`config.mk`:
```
export PLATFORM = sky130hd
export DESIGN_NAME = cdt_decode
export DESIGN_NICKNAME = d
export VERILOG_FILES = /design/src/hdl/cdt_pkg.sv /design/src/hdl/cdt_decode.sv
export SDC_FILE = /design/constraint.sdc
export NUM_CORES = 1
export LEC_CHECK = 0
export BUFFER_PORTS_ARGS = -buffer_cell sky130_fd_sc_hd__clkbuf_2
export CAP_MARGIN = 20
export CORE_UTILIZATION = 51
export CTS_CLUSTER_DIAMETER = 60
export DETAILED_ROUTE_END_ITERATION = 8
export PLACE_DENSITY = 0.78
export SETUP_SLACK_MARGIN = 0.2
export SYNTH_ARGS = -nofsm -noshare
export SYNTH_HDL_FRONTEND = slang
export SYNTH_SLANG_ARGS = --single-unit
```
`constraint.sdc`:
```
create_clock -name sys_clk -period 2.4 [get_ports sys_clk]
set_clock_uncertainty 0.1 [all_clocks]
set_input_delay 0.6 -clock sys_clk [delete_from_list [all_inputs] [get_ports sys_clk]]
set_output_delay 0.6 -clock sys_clk [all_outputs]
set_load 0.02 [all_outputs]
```
`src/hdl/cdt_pkg.sv`:
```
// Package of constants and carriers for the instruction decode and timing block.
package cdt_pkg;

  // ******************************************************************
  // Cycle counts and instruction lengths
  // ******************************************************************
  localparam logic [2:0] CYC_1          = 3'h1;
  localparam logic [2:0] CYC_2          = 3'h2;
  localparam logic [2:0] CYC_3          = 3'h3;
  localparam logic [2:0] CYC_4          = 3'h4;
  localparam logic [2:0] CYC_5          = 3'h5;
  localparam logic [1:0] LEN_1          = 2'h1;
  localparam logic [1:0] LEN_2          = 2'h2;
  localparam logic [1:0] LEN_3          = 2'h3;

  // ******************************************************************
  // Address layout, spare opcode and reset state
  // ******************************************************************
  localparam logic [7:0] OPC_SPARE_NOP  = 8'hA5;
  localparam logic [7:0] SFR_BASE       = 8'h80;
  localparam logic [7:0] BIT_RAM_BASE   = 8'h20;
  localparam logic [7:0] XDATA_PAGE_HI  = 8'h00;
  localparam int         PAGE_BITS      = 11;
  localparam logic [2:0] STATE_RESET    = 3'h0;

  // ******************************************************************
  // Instruction classes
  // ******************************************************************
  typedef enum logic [3:0] {
    CLS_OTHER   = 4'h0,
    CLS_NOP     = 4'h1,
    CLS_ACC     = 4'h2,
    CLS_CARRY   = 4'h3,
    CLS_BIT     = 4'h4,
    CLS_MOVE    = 4'h5,
    CLS_CODE_RD = 4'h6,
    CLS_XDATA   = 4'h7,
    CLS_STACK   = 4'h8,
    CLS_DATA_POINTER_LD = 4'h9,
    CLS_JUMP    = 4'hA,
    CLS_CALL    = 4'hB,
    CLS_RETURN  = 4'hC,
    CLS_CBRANCH = 4'hD,
    CLS_NIBBLE  = 4'hE
  } cdt_class_t;

  typedef struct packed {
    logic [1:0] len;
    logic [2:0] cyc;
    logic       cond;
    cdt_class_t cls;
  } cdt_info_t;

  typedef struct packed {
    logic [7:0]  opcode;
    logic [7:0]  op1;
    logic [7:0]  op2;
    logic [15:0] pc;
    logic [7:0]  acc;
    logic        carry;
    logic [15:0] data_pointer;
    logic [1:0]  bank_sel;
    logic [7:0]  index_val;
    logic        bit_val;
    logic [7:0]  direct_val;
    logic [7:0]  lhs_val;
  } cdt_insn_t;

  typedef struct packed {
    cdt_class_t  cls;
    logic [1:0]  len;
    logic [2:0]  cyc;
    logic        taken;
    logic        target_ok;
    logic [15:0] target;
    logic [7:0]  reg_addr;
    logic        reg_ok;
    logic        direct_sfr;
    logic [7:0]  bit_byte;
    logic [2:0]  bit_pos;
    logic        bit_clear;
    logic [15:0] mem_addr;
    logic        mem_wr;
  } cdt_dec_t;

endpackage

```
`src/hdl/cdt_decode.sv`:
```
// Instruction decoder and cycle sequencer of the accumulator core.
//
// Functional notes
// (RULE_01) Code-space reads take three cycles.
// (RULE_02) External-data moves take three cycles, 8/16-bit address.
// (RULE_03) Carry/zero jumps take two or three cycles.
// (RULE_04) Bit jumps 3/4; test-and-clear clears set bit.
// (RULE_05) Compare-branch 3/4, indirect form 4/5.
// (RULE_06) Decrement-branch: register 2/3, direct 3/4.
// (RULE_07) Short call 3, long call 4 cycles.
// (RULE_08) Both returns take five cycles.
// (RULE_09) Jumps: short 3, long 4, relative 3, indirect 3.
// (RULE_10) Relative offset signed, from next instruction.
// (RULE_11) Short targets stay in next instruction's page.
// (RULE_12) Direct below 0x80 is RAM, else SFR.
// (RULE_13) Registers from active bank; indirect uses first two.
// (RULE_14) Unused opcode behaves as one-cycle no-operation.
// (RULE_15) Register moves 1, indirect 2, direct-direct 3.
// (RULE_16) Data pointer immediate load: three bytes, three cycles.
// (RULE_17) Push and pop: two bytes, two cycles.
// (RULE_18) Nibble exchange swaps low nibble, two cycles.
// (RULE_19) Accumulator clear/complement/swap/rotates single cycle.
// (RULE_20) Carry ops 1 cycle; bit logic 2 cycles.
// (RULE_21) Long targets take the full 16-bit field.
// (RULE_22) Bank chosen by two status-word bits.
// (RULE_23) Taken branch flushes prefetched byte first; only taken conditional branches flush here, jumps, calls and returns do not.
`timescale 1ns/100ps
module cdt_decode (
  input  wire logic             sys_clk,
  input  wire logic             reset,
  input  wire logic             insn_valid,
  input  wire cdt_pkg::cdt_insn_t insn,
  output logic                  insn_ready,
  output cdt_pkg::cdt_dec_t     dec,
  output logic                  flush,
  output logic                  done
);

  // ******************************************************************
  // Length, timing and class table
  // ******************************************************************
  function automatic cdt_pkg::cdt_info_t info_of(input logic [7:0] op);
    cdt_pkg::cdt_info_t r;
    r = '{cdt_pkg::LEN_1, cdt_pkg::CYC_1, 1'b0, cdt_pkg::CLS_OTHER};
    casez (op)
      8'h00, cdt_pkg::OPC_SPARE_NOP: begin
        r = '{cdt_pkg::LEN_1, cdt_pkg::CYC_1, 1'b0, cdt_pkg::CLS_NOP};      // [RULE_14]
      end
      8'b???0_0001: begin
        r = '{cdt_pkg::LEN_2, cdt_pkg::CYC_3, 1'b0, cdt_pkg::CLS_JUMP};     // [RULE_09]
      end
      8'b???1_0001: begin
        r = '{cdt_pkg::LEN_2, cdt_pkg::CYC_3, 1'b0, cdt_pkg::CLS_CALL};     // [RULE_07]
      end
      8'h02, 8'h80: begin
        r = '{(op == 8'h02) ? cdt_pkg::LEN_3 : cdt_pkg::LEN_2,
              (op == 8'h02) ? cdt_pkg::CYC_4 : cdt_pkg::CYC_3,
              1'b0, cdt_pkg::CLS_JUMP};                                    // [RULE_09]
      end
      8'h73: begin
        r = '{cdt_pkg::LEN_1, cdt_pkg::CYC_3, 1'b0, cdt_pkg::CLS_JUMP};     // [RULE_09]
      end
      8'h12: begin
        r = '{cdt_pkg::LEN_3, cdt_pkg::CYC_4, 1'b0, cdt_pkg::CLS_CALL};     // [RULE_07]
      end
      8'h22, 8'h32: begin
        r = '{cdt_pkg::LEN_1, cdt_pkg::CYC_5, 1'b0, cdt_pkg::CLS_RETURN};   // [RULE_08]
      end
      8'h40, 8'h50, 8'h60, 8'h70: begin
        r = '{cdt_pkg::LEN_2, cdt_pkg::CYC_2, 1'b1, cdt_pkg::CLS_CBRANCH};  // [RULE_03]
      end
      8'h10, 8'h20, 8'h30, 8'hB4, 8'hB5,
      8'b1011_1???, 8'hD5: begin                         // [RULE_04] [RULE_05] [RULE_06]
        r = '{cdt_pkg::LEN_3, cdt_pkg::CYC_3, 1'b1, cdt_pkg::CLS_CBRANCH};
      end
      8'b1011_011?: begin
        r = '{cdt_pkg::LEN_3, cdt_pkg::CYC_4, 1'b1, cdt_pkg::CLS_CBRANCH};  // [RULE_05]
      end
      8'b1101_1???: begin
        r = '{cdt_pkg::LEN_2, cdt_pkg::CYC_2, 1'b1, cdt_pkg::CLS_CBRANCH};  // [RULE_06]
      end
      8'h83, 8'h93: begin
        r = '{cdt_pkg::LEN_1, cdt_pkg::CYC_3, 1'b0, cdt_pkg::CLS_CODE_RD};  // [RULE_01]
      end
      8'hE0, 8'hE2, 8'hE3, 8'hF0, 8'hF2, 8'hF3: begin
        r = '{cdt_pkg::LEN_1, cdt_pkg::CYC_3, 1'b0, cdt_pkg::CLS_XDATA};    // [RULE_02]
      end
      8'h90: begin
        r = '{cdt_pkg::LEN_3, cdt_pkg::CYC_3, 1'b0, cdt_pkg::CLS_DATA_POINTER_LD};  // [RULE_16]
      end
      8'hC0, 8'hD0: begin
        r = '{cdt_pkg::LEN_2, cdt_pkg::CYC_2, 1'b0, cdt_pkg::CLS_STACK};    // [RULE_17]
      end
      8'b1101_011?: begin
        r = '{cdt_pkg::LEN_1, cdt_pkg::CYC_2, 1'b0, cdt_pkg::CLS_NIBBLE};   // [RULE_18]
      end
      8'hE4, 8'hF4, 8'h23, 8'h33, 8'h03, 8'h13, 8'hC4: begin
        r = '{cdt_pkg::LEN_1, cdt_pkg::CYC_1, 1'b0, cdt_pkg::CLS_ACC};      // [RULE_19]
      end
      8'hC3, 8'hD3, 8'hB3: begin
        r = '{cdt_pkg::LEN_1, cdt_pkg::CYC_1, 1'b0, cdt_pkg::CLS_CARRY};    // [RULE_20]
      end
      8'hC2, 8'hD2, 8'hB2, 8'h82, 8'hB0, 8'h72, 8'hA0, 8'hA2, 8'h92: begin
        r = '{cdt_pkg::LEN_2, cdt_pkg::CYC_2, 1'b0, cdt_pkg::CLS_BIT};      // [RULE_20]
      end
      8'b1110_1???, 8'b1111_1???, 8'b1100_1???: begin
        r = '{cdt_pkg::LEN_1, cdt_pkg::CYC_1, 1'b0, cdt_pkg::CLS_MOVE};     // [RULE_15]
      end
      8'b1110_011?, 8'b1111_011?, 8'b1100_011?: begin
        r = '{cdt_pkg::LEN_1, cdt_pkg::CYC_2, 1'b0, cdt_pkg::CLS_MOVE};     // [RULE_15]
      end
      8'h85, 8'h75: begin
        r = '{cdt_pkg::LEN_3, cdt_pkg::CYC_3, 1'b0, cdt_pkg::CLS_MOVE};     // [RULE_15]
      end
      8'hE5, 8'h74, 8'hF5, 8'hC5, 8'b1010_1???, 8'b1000_1???, 8'b0111_1???,
      8'b1000_011?, 8'b1010_011?, 8'b0111_011?: begin
        r = '{cdt_pkg::LEN_2, cdt_pkg::CYC_2, 1'b0, cdt_pkg::CLS_MOVE};
      end
      8'h43, 8'h53, 8'h63: begin
        r = '{cdt_pkg::LEN_3, cdt_pkg::CYC_3, 1'b0, cdt_pkg::CLS_ACC};
      end
      8'h42, 8'h52, 8'h62, 8'h44, 8'h54, 8'h64, 8'h45, 8'h55, 8'h65: begin
        r = '{cdt_pkg::LEN_2, cdt_pkg::CYC_2, 1'b0, cdt_pkg::CLS_ACC};
      end
      8'b0100_011?, 8'b0101_011?, 8'b0110_011?: begin
        r = '{cdt_pkg::LEN_1, cdt_pkg::CYC_2, 1'b0, cdt_pkg::CLS_ACC};
      end
      8'b0100_1???, 8'b0101_1???, 8'b0110_1???: begin
        r = '{cdt_pkg::LEN_1, cdt_pkg::CYC_1, 1'b0, cdt_pkg::CLS_ACC};
      end
      // Opcodes outside this table decode as one byte and one cycle.
      default: r = '{cdt_pkg::LEN_1, cdt_pkg::CYC_1, 1'b0, cdt_pkg::CLS_OTHER};
    endcase
    return r;
  endfunction

  // Relative target: signed offset added to the next instruction address.
  function automatic logic [15:0] rel_target(input logic [15:0] nxt, input logic [7:0] off);
    return nxt + {{8{off[7]}}, off};                                       // [RULE_10]
  endfunction

  // Byte that holds a bit: low bit space lives in RAM, upper in SFR rows.
  function automatic logic [7:0] bit_home(input logic [7:0] b);
    return b[7] ? {b[7:3], 3'h0} : (cdt_pkg::BIT_RAM_BASE + {4'h0, b[6:3]});
  endfunction

  // ******************************************************************
  // Combinational decode
  // ******************************************************************
  cdt_pkg::cdt_info_t info;
  cdt_pkg::cdt_dec_t  dec_c;
  logic [15:0]        next_pc;
  logic [7:0]         rhs;
  logic [7:0]         dec_res;
  logic [7:0]         op;

  always_comb begin
    op      = insn.opcode;
    info    = info_of(op);
    next_pc = insn.pc + {14'h0, info.len};
    rhs     = (op == 8'hB5) ? insn.direct_val : insn.op1;
    dec_res = insn.lhs_val - 8'h01;
    dec_c            = '0;
    dec_c.cls        = info.cls;
    dec_c.len        = info.len;
    dec_c.direct_sfr = (insn.op1 >= cdt_pkg::SFR_BASE);                    // [RULE_12]
    dec_c.bit_byte   = bit_home(insn.op1);
    dec_c.bit_pos    = insn.op1[2:0];
    // Register operands use the bank picked by the status word bits.
    if (op[3]) begin
      dec_c.reg_addr = {3'h0, insn.bank_sel, op[2:0]};                     // [RULE_13] [RULE_22]
      dec_c.reg_ok   = (op[7:4] != 4'h0) && (op[7:4] != 4'h1);
    end else if (op[3:1] == 3'b011) begin
      dec_c.reg_addr = {3'h0, insn.bank_sel, 2'h0, op[0]};                 // [RULE_13] [RULE_22]
      dec_c.reg_ok   = (op[7:4] >= 4'h2);
    end
    unique case (info.cls)
      cdt_pkg::CLS_JUMP, cdt_pkg::CLS_CALL: begin
        dec_c.target_ok = 1'b1;
        if (op[3:0] == 4'h1) begin
          dec_c.target = {next_pc[15:cdt_pkg::PAGE_BITS], op[7:5], insn.op1}; // [RULE_11]
        end else if (op == 8'h02 || op == 8'h12) begin
          dec_c.target = {insn.op1, insn.op2};                             // [RULE_21]
        end else if (op == 8'h80) begin
          dec_c.target = rel_target(next_pc, insn.op1);                    // [RULE_10]
        end else begin
          dec_c.target = insn.data_pointer + {8'h00, insn.acc};            // [RULE_09]
        end
      end
      cdt_pkg::CLS_CBRANCH: begin
        dec_c.target_ok = 1'b1;
        dec_c.target    = rel_target(next_pc, (info.len == cdt_pkg::LEN_2) ? insn.op1 : insn.op2);
        if (op[7:4] == 4'hD) begin
          dec_c.taken = (dec_res != 8'h00);                                // [RULE_06]
          dec_c.target = rel_target(next_pc,
                                    (info.len == cdt_pkg::LEN_2) ? insn.op1 : insn.op2);
        end else if (op[7:4] == 4'hB) begin
          dec_c.taken = ((op[3:0] == 4'h4 || op[3:0] == 4'h5) ? insn.acc : insn.lhs_val)
                        != rhs;                                            // [RULE_05]
        end else begin
          unique case (op)
            8'h40:   dec_c.taken = insn.carry;                             // [RULE_03]
            8'h50:   dec_c.taken = !insn.carry;                            // [RULE_03]
            8'h60:   dec_c.taken = (insn.acc == 8'h00);                    // [RULE_03]
            8'h70:   dec_c.taken = (insn.acc != 8'h00);                    // [RULE_03]
            8'h30:   dec_c.taken = !insn.bit_val;                          // [RULE_04]
            default: dec_c.taken = insn.bit_val;                           // [RULE_04]
          endcase
          dec_c.bit_clear = (op == 8'h10) && insn.bit_val;                 // [RULE_04]
        end
      end
      cdt_pkg::CLS_CODE_RD: begin
        dec_c.mem_addr = ((op == 8'h93) ? insn.data_pointer : next_pc)
                         + {8'h00, insn.acc};                              // [RULE_01]
      end
      cdt_pkg::CLS_XDATA: begin
        // Index forms carry the register in bit zero; their high byte is fixed.
        dec_c.mem_addr = op[1] ? {cdt_pkg::XDATA_PAGE_HI, insn.index_val}
                               : insn.data_pointer;                        // [RULE_02]
        dec_c.mem_wr   = op[4];                                            // [RULE_02]
      end
      cdt_pkg::CLS_DATA_POINTER_LD: begin
        dec_c.mem_addr = {insn.op1, insn.op2};                             // [RULE_16]
      end
      default: begin
        dec_c.target_ok = 1'b0;
      end
    endcase
    // A taken conditional branch costs exactly one more cycle.
    dec_c.cyc = info.cyc + {2'h0, (info.cond && dec_c.taken)};             // [RULE_03] [RULE_04]
  end

  // ******************************************************************
  // Cycle sequencer
  // ******************************************************************
  logic [2:0]        rem_r;
  logic [2:0]        rem_nxt;
  cdt_pkg::cdt_dec_t dec_r;
  cdt_pkg::cdt_dec_t dec_nxt;
  logic              flush_r;
  logic              flush_nxt;
  logic              accept;

  // The next instruction may be taken in the last cycle of the current one,
  // so a stream of single-cycle instructions runs one per clock.
  assign insn_ready = (rem_r <= cdt_pkg::CYC_1);
  assign accept     = insn_valid && insn_ready;
  assign done       = (rem_r == cdt_pkg::CYC_1);

  always_comb begin
    rem_nxt   = (rem_r == cdt_pkg::STATE_RESET) ? rem_r : rem_r - 3'h1;
    dec_nxt   = dec_r;
    flush_nxt = 1'b0;
    if (accept) begin
      rem_nxt   = dec_c.cyc;                                               // [RULE_15] [RULE_19]
      dec_nxt   = dec_c;
      // Drop the sequential prefetch before the target fetch begins.
      flush_nxt = dec_c.taken && (info.cls == cdt_pkg::CLS_CBRANCH);       // [RULE_23]
    end
  end

  always_ff @(posedge sys_clk or posedge reset) begin
    if (reset) begin
      rem_r   <= cdt_pkg::STATE_RESET;
      dec_r   <= '0;
      flush_r <= 1'b0;
    end else begin
      rem_r   <= rem_nxt;
      dec_r   <= dec_nxt;
      flush_r <= flush_nxt;
    end
  end

  assign dec   = dec_r;
  assign flush = flush_r;

endmodule

```
==> results_dict.tcl, run 1 <==
set metrics [dict create \
    yosys_warnings 0 \
    dp.cells 1560 \
    ioPinCount 164 \
    netlist_area_um2 7830 \
    status "stopped before the end" \
    cts_buffers 9 \
    cts_max_level 3 \
    gr-total-overflow 3 \
    synth.yosys.seq_area_share_pct 21.4 \
    synth_cells 988 \
    grt_max_degree 64 \
    yosysUniqueCellTypes 83 \
    num_rows 44 \
    die_w_um 126 \
    gp_congestion 1.01 \
    cts.sinks 67 \
    start_util_pct 53.1 \
    clock_path_buffers 2 \
    crit_endpoint "dec[11]$_DFFE_PP0P_/D" \
    ctsHoldBuffers 0 \
    grtUsageTotal_pct 70.2 \
    error_line "[ERROR GRT-0232] Routing congestion too high. Check the congestion heatmap in the GUI." \
    avgSynthCellArea_um2 7.93 \
    stop_stage "5_1_grt" \
    synth-main-ff-cell "dfrtp_1" \
    cts-root-buf "clkbuf_16" \
    place_hpwl_um 25400 \
    io_buffers 160 \
    ys_seq_elements 67 \
    fp.dieH_um 126 \
    synth-edff-count 0 \
    endpoint_type "sequential cell input" \
    async_flop_share_pct 100 \
]
==> through the flow <==
step / hold WS (ns) / setup WS [ns] / TNS [ns] / cell area (um^2)
after CTS: 0.200 / -2.33 / -67.31 / 12600
after detailed placement: 0.355 / -2.97 / -92.29 / 11100
after global placement: 0.349 / -2.96 / -91.62 / 11100
after floorplan: 0.409 / -2.61 / -70.81 / 8190
==> cells by family after synthesis <==
| family | Yosys count | synth area share [%] |
|---|---|---|
| simple gates | 379 | 25.2 |
| compound gates | 275 | 23.1 |
| buf+inv | 89 | 5.69 |
| xor+xnor | 73 | 8.45 |
| flops | 67 | 21.4 |
| fa+ha+maj | 61 | 10.2 |
| mux | 43 | 5.83 |
| other cells | 1 | 0.0479 |
==> repair_timing <==
| action | in CTS |
|---|---|
| gates cloned | 1 |
| pin swaps | 113 |
| gates resized for setup | 195 |
| endpoints found under the setup margin | 49 |
| setup buffers | 37 |
==> cell usage after synthesis, types with 25 or more instances <==
library cell  count  area [um^2]
clkbuf_1         28          105
ha_1             56          701
dfrtp_1          67         1680
nor3_1           32          160
inv_1            26         97.6
mux2i_1          25          250
xor2_1           37          324
o21ai_0          76          380
nor2_1           76          285
nand2_1         125          469
a21oi_1          50          250
nand3_1          25          125
xnor2_1          34          298
==> layer usage <==
| metal | GRT overflow | global-route usage, % |
|---|---|---|
| met1 | 0 | 70.4 |
| met2 | 3 | 90.3 |
| met3 | 0 | 52.0 |
| met4 | 0 | 69.5 |
| met5 | 0 | 13.0 |
==> run 2, diff against run 1 <==
--- a/config.mk
+++ b/config.mk
@@ -7,11 +7,9 @@
 export LEC_CHECK = 0
 export BUFFER_PORTS_ARGS = -buffer_cell sky130_fd_sc_hd__clkbuf_2
 export CAP_MARGIN = 20
-export CORE_UTILIZATION = 51
-export CTS_CLUSTER_DIAMETER = 60
+export CORE_UTILIZATION = 40
 export DETAILED_ROUTE_END_ITERATION = 8
-export PLACE_DENSITY = 0.78
-export SETUP_SLACK_MARGIN = 0.2
+export PLACE_DENSITY_LB_ADDON = 0.15
 export SYNTH_ARGS = -nofsm -noshare
 export SYNTH_HDL_FRONTEND = slang
 export SYNTH_SLANG_ARGS = --single-unit
==> constraint.sdc (replaced) <==
create_clock -name sys_clk -period 3.12 [get_ports sys_clk]
set_clock_uncertainty 0.1 [all_clocks]
set_input_delay 0.78 -clock sys_clk [delete_from_list [all_inputs] [get_ports sys_clk]]
set_output_delay 0.78 -clock sys_clk [all_outputs]
set_load 0.02 [all_outputs]
==> run 2 against run 1 <==
Compared with the run above: the flow now finishes, with violations (setup timing); synthesized area unchanged; synthesized cell count unchanged.
==> results_dict.tcl, run 2 <==
set metrics [dict create \
    dieArea_um2 20100 \
    fin_setup_tns_ns -50.73 \
    insertion_delay_ns 0.34 \
    crit_end "dec[51]$_DFFE_PP0P_" \
    num_rows 50 \
    viasPerCell 5.75 \
    mostFrequentLayoutCell "buf_4" \
    cp_max_fo 5 \
    violations "setup timing" \
    dr.pass1.iters 6 \
    p_leak_nw 6.43 \
    path_class "in2reg" \
    p_per_area_nw_per_um2 475 \
    slew_violations 0 \
    yosysUniqueCellTypes 83 \
    fp.dieH_um 142 \
    dp.cells 1642 \
    clk_pin_slew_ns 0.06 \
    io_buffers 160 \
    fmax_mhz 201 \
    tightest_slew_ns 0.604 \
    core_area_um2 19000 \
    fin_nets 1616 \
    async_flop_share_pct 100 \
    period_share_pct 160 \
    start_kind "input pin" \
    postLayoutSetupSlackWorst_ns -1.86 \
    slowest_delay_ns 0.56 \
    reg2regPathDepth 9 \
    ys_seq_elements 67 \
    startpoint "insn[86]" \
    cp_slowest_cell "or4_4" \
    cts-root-buf "clkbuf_16" \
    clock_path_buffers 2 \
    wl_per_cell_um 20.8 \
    cts_tree "done" \
    wirelength_um 35900 \
    synth.yosys.seq_area_share_pct 21.4 \
    r2r-start "rem_r[1]$_DFFE_PP0P_" \
    start_util_pct 41.3 \
    cts.sinks 67 \
    synth_area_leaders "dfrtp_1 (21%), ha_1 (8.9%), nand2_1 (6.0%)" \
    r2r-end "dec[54]$_DFFE_PP0P_" \
    cts_max_level 3 \
    synth-main-ff-cell "dfrtp_1" \
    layout_common_cells "buf_4 (298), clkbuf_2 (152), nand2_1 (111), dfrtp_1 (67), nor2_1 (63)" \
    final-setup-viol-count 40 \
    hold_class "reg2reg" \
    synth_top_area_share_pct 21.4 \
    avgSynthCellArea_um2 7.93 \
    relSlewSlack_pct 59.3 \
    crit_arrival_ns 5.09 \
    die_w_um 142 \
    ioPinCount 164 \
    via_count 9938 \
    layout_min_cycle_time_ns 4.98 \
    netlist_top_cells_count "nand2_1 (125), nor2_1 (76), o21ai_0 (76)" \
    drive_gt1_share_pct 54.3 \
    place_hpwl_um 26600 \
    synth-edff-count 0 \
    holdPathStages 2 \
    largest_register_ffs 63 \
    area_growth_pct 75.4 \
    path_cells "buf_8, buf_6, or4_4, nor4_4, nor4_4, o21ai_2, nor4_2, nand3_1, inv_2, fa_2, buf_6, nor2_4, xor2_2, buf_4, ha_4, o211ai_1, a21o_4, a211oi_4, o31a_1, xnor2_1, nand2_1, a22o_1, a21oi_2, o221ai_1" \
    grt_max_degree 68 \
    yosysTopAreaCell "dfrtp_1" \
    netlist_area_um2 7830 \
    ant_nets 0 \
    grt_pass1_wl_um 53700 \
    grt_pass1_vias 9798 \
    status "finished, violations left" \
    vdd_drop_max_mv 0.249 \
    drt_iter0_markers 800 \
    gp_congestion 0.934 \
    yosys_warnings 0 \
    route.detailed.drc 0 \
    instances_no_fill 1727 \
    required_ns 3.23 \
    synth_cells 988 \
    cap_violations 0 \
    antenna_found_initial 1 \
    grtUsageTotal_pct 34.8 \
    cts_buffers 9 \
    rsz0062_at_grt "true" \
    critical_path.endpoint_type "register" \
    yosysMostFrequentCell "nand2_1" \
    r2r_slack_ns 0.91 \
    gr-total-overflow 0 \
    hold_violations 0 \
]
[run 2: cell counts after synthesis]
Identical to the previous run, type by type.
[run 2: logic make-up (layout without fill, tap and decap cells)]
logic type | after synthesis | count (layout) | share of synthesized area (%)
multiplexers | 43 | 43 | 5.83
buffers and inverters | 89 | 564 | 5.69
adder cells (fa/ha/maj) | 61 | 61 | 10.2
XOR/XNOR | 73 | 73 | 8.45
flip-flops | 67 | 67 | 21.4
other | 1 | 5 | 0.0479
AND/OR/NAND/NOR | 379 | 379 | 25.2
AO/OA/AOI/OAI | 275 | 275 | 23.1
[run 2: worst min path at each step]
stage	startpoint	endpoint	slack [ns]
global route	dec[30]$_DFFE_PP0P_	dec[30]$_DFFE_PP0P_	0.40
CTS	dec[35]$_DFFE_PP0P_	dec[35]$_DFFE_PP0P_	0.37
detailed placement	dec[22]$_DFFE_PP0P_	dec[22]$_DFFE_PP0P_	0.36
floorplan	rem_r[1]$_DFFE_PP0P_	rem_r[1]$_DFFE_PP0P_	0.41
global placement	dec[21]$_DFFE_PP0P_	dec[21]$_DFFE_PP0P_	0.35
finish	dec[22]$_DFFE_PP0P_	dec[22]$_DFFE_PP0P_	0.36
[run 2: worst max-delay path: cells and delay by family]
| kind | cells | cell delay (ns) |
|---|---|---|
| xor gates and xnor gates | 2 | 0.21 |
| and+or+nand+nor | 7 | 1.39 |
| buffers and inverters | 5 | 0.59 |
| adders and majority gates | 2 | 0.70 |
| AOI/OAI and AO/OA | 8 | 1.40 |
[run 2: final cells by class]
cell class,count,area [um^2]
Antenna cell,2,5.00
Clock buffer,9,225
Clock inverter,7,82.6
Fill cell,1438,5220
Inverter,26,105
Multi-Input combinational cell,834,7340
Sequential cell,67,1680
Tap cell,260,325
Timing Repair Buffer,522,3980
[run 2: power by group]
group / internal [W] / leakage, nW / total, W / switching [W]
clock: 0.000634 / 0.145 / 0.00109 / 0.000456
sequential: 0.00118 / 0.866 / 0.00138 / 0.000202
combinational: 0.00185 / 5.42 / 0.00406 / 0.00221
total: 0.00366 / 6.43 / 0.00653 / 0.00287
[run 2: timing repair]
| item | 4_1_cts | 5_1_grt |
|---|---|---|
| endpoints found under the setup margin | 40 | 41 |
| pin swaps | 115 | 140 |
| gates resized for setup | 218 | 139 |
| setup buffers | 49 | 45 |
| hold buffers | 0 | 0 |
| gates cloned | 0 | 3 |
[run 2: metal layers]
metal / share of wire (%) / up-vias / global-route usage [%]
met3: 6.8 / 87 / 4.52
li1: - / 4596 / -
met1: 41 / 4797 / 44.8
met2: 48 / 458 / 59.1
met5: 0 / - / 0
met4: 3.5 / 0 / 13.5
[run 2: stage by stage]
| stage | hold WS, ns | cell area [um^2] | util (%) | worst slack (ns) | power (W) |
|---|---|---|---|---|---|
| final | 0.364 | 13700 | 72.5 | -1.86 | 0.00653 |
| after global routing | 0.399 | 13700 | 72.4 | -2.08 | 0.00693 |
| after CTS | 0.370 | 12900 | 67.9 | -1.83 | 0.00612 |
| after detailed placement | 0.357 | 11200 | 58.9 | -2.44 | 0.00462 |
| after global placement | 0.351 | 11200 | 58.9 | -2.44 | 0.00458 |
| after floorplan | 0.409 | 8140 | - | -2.08 | 0.00332 |
(Power assumes the default switching activity.)
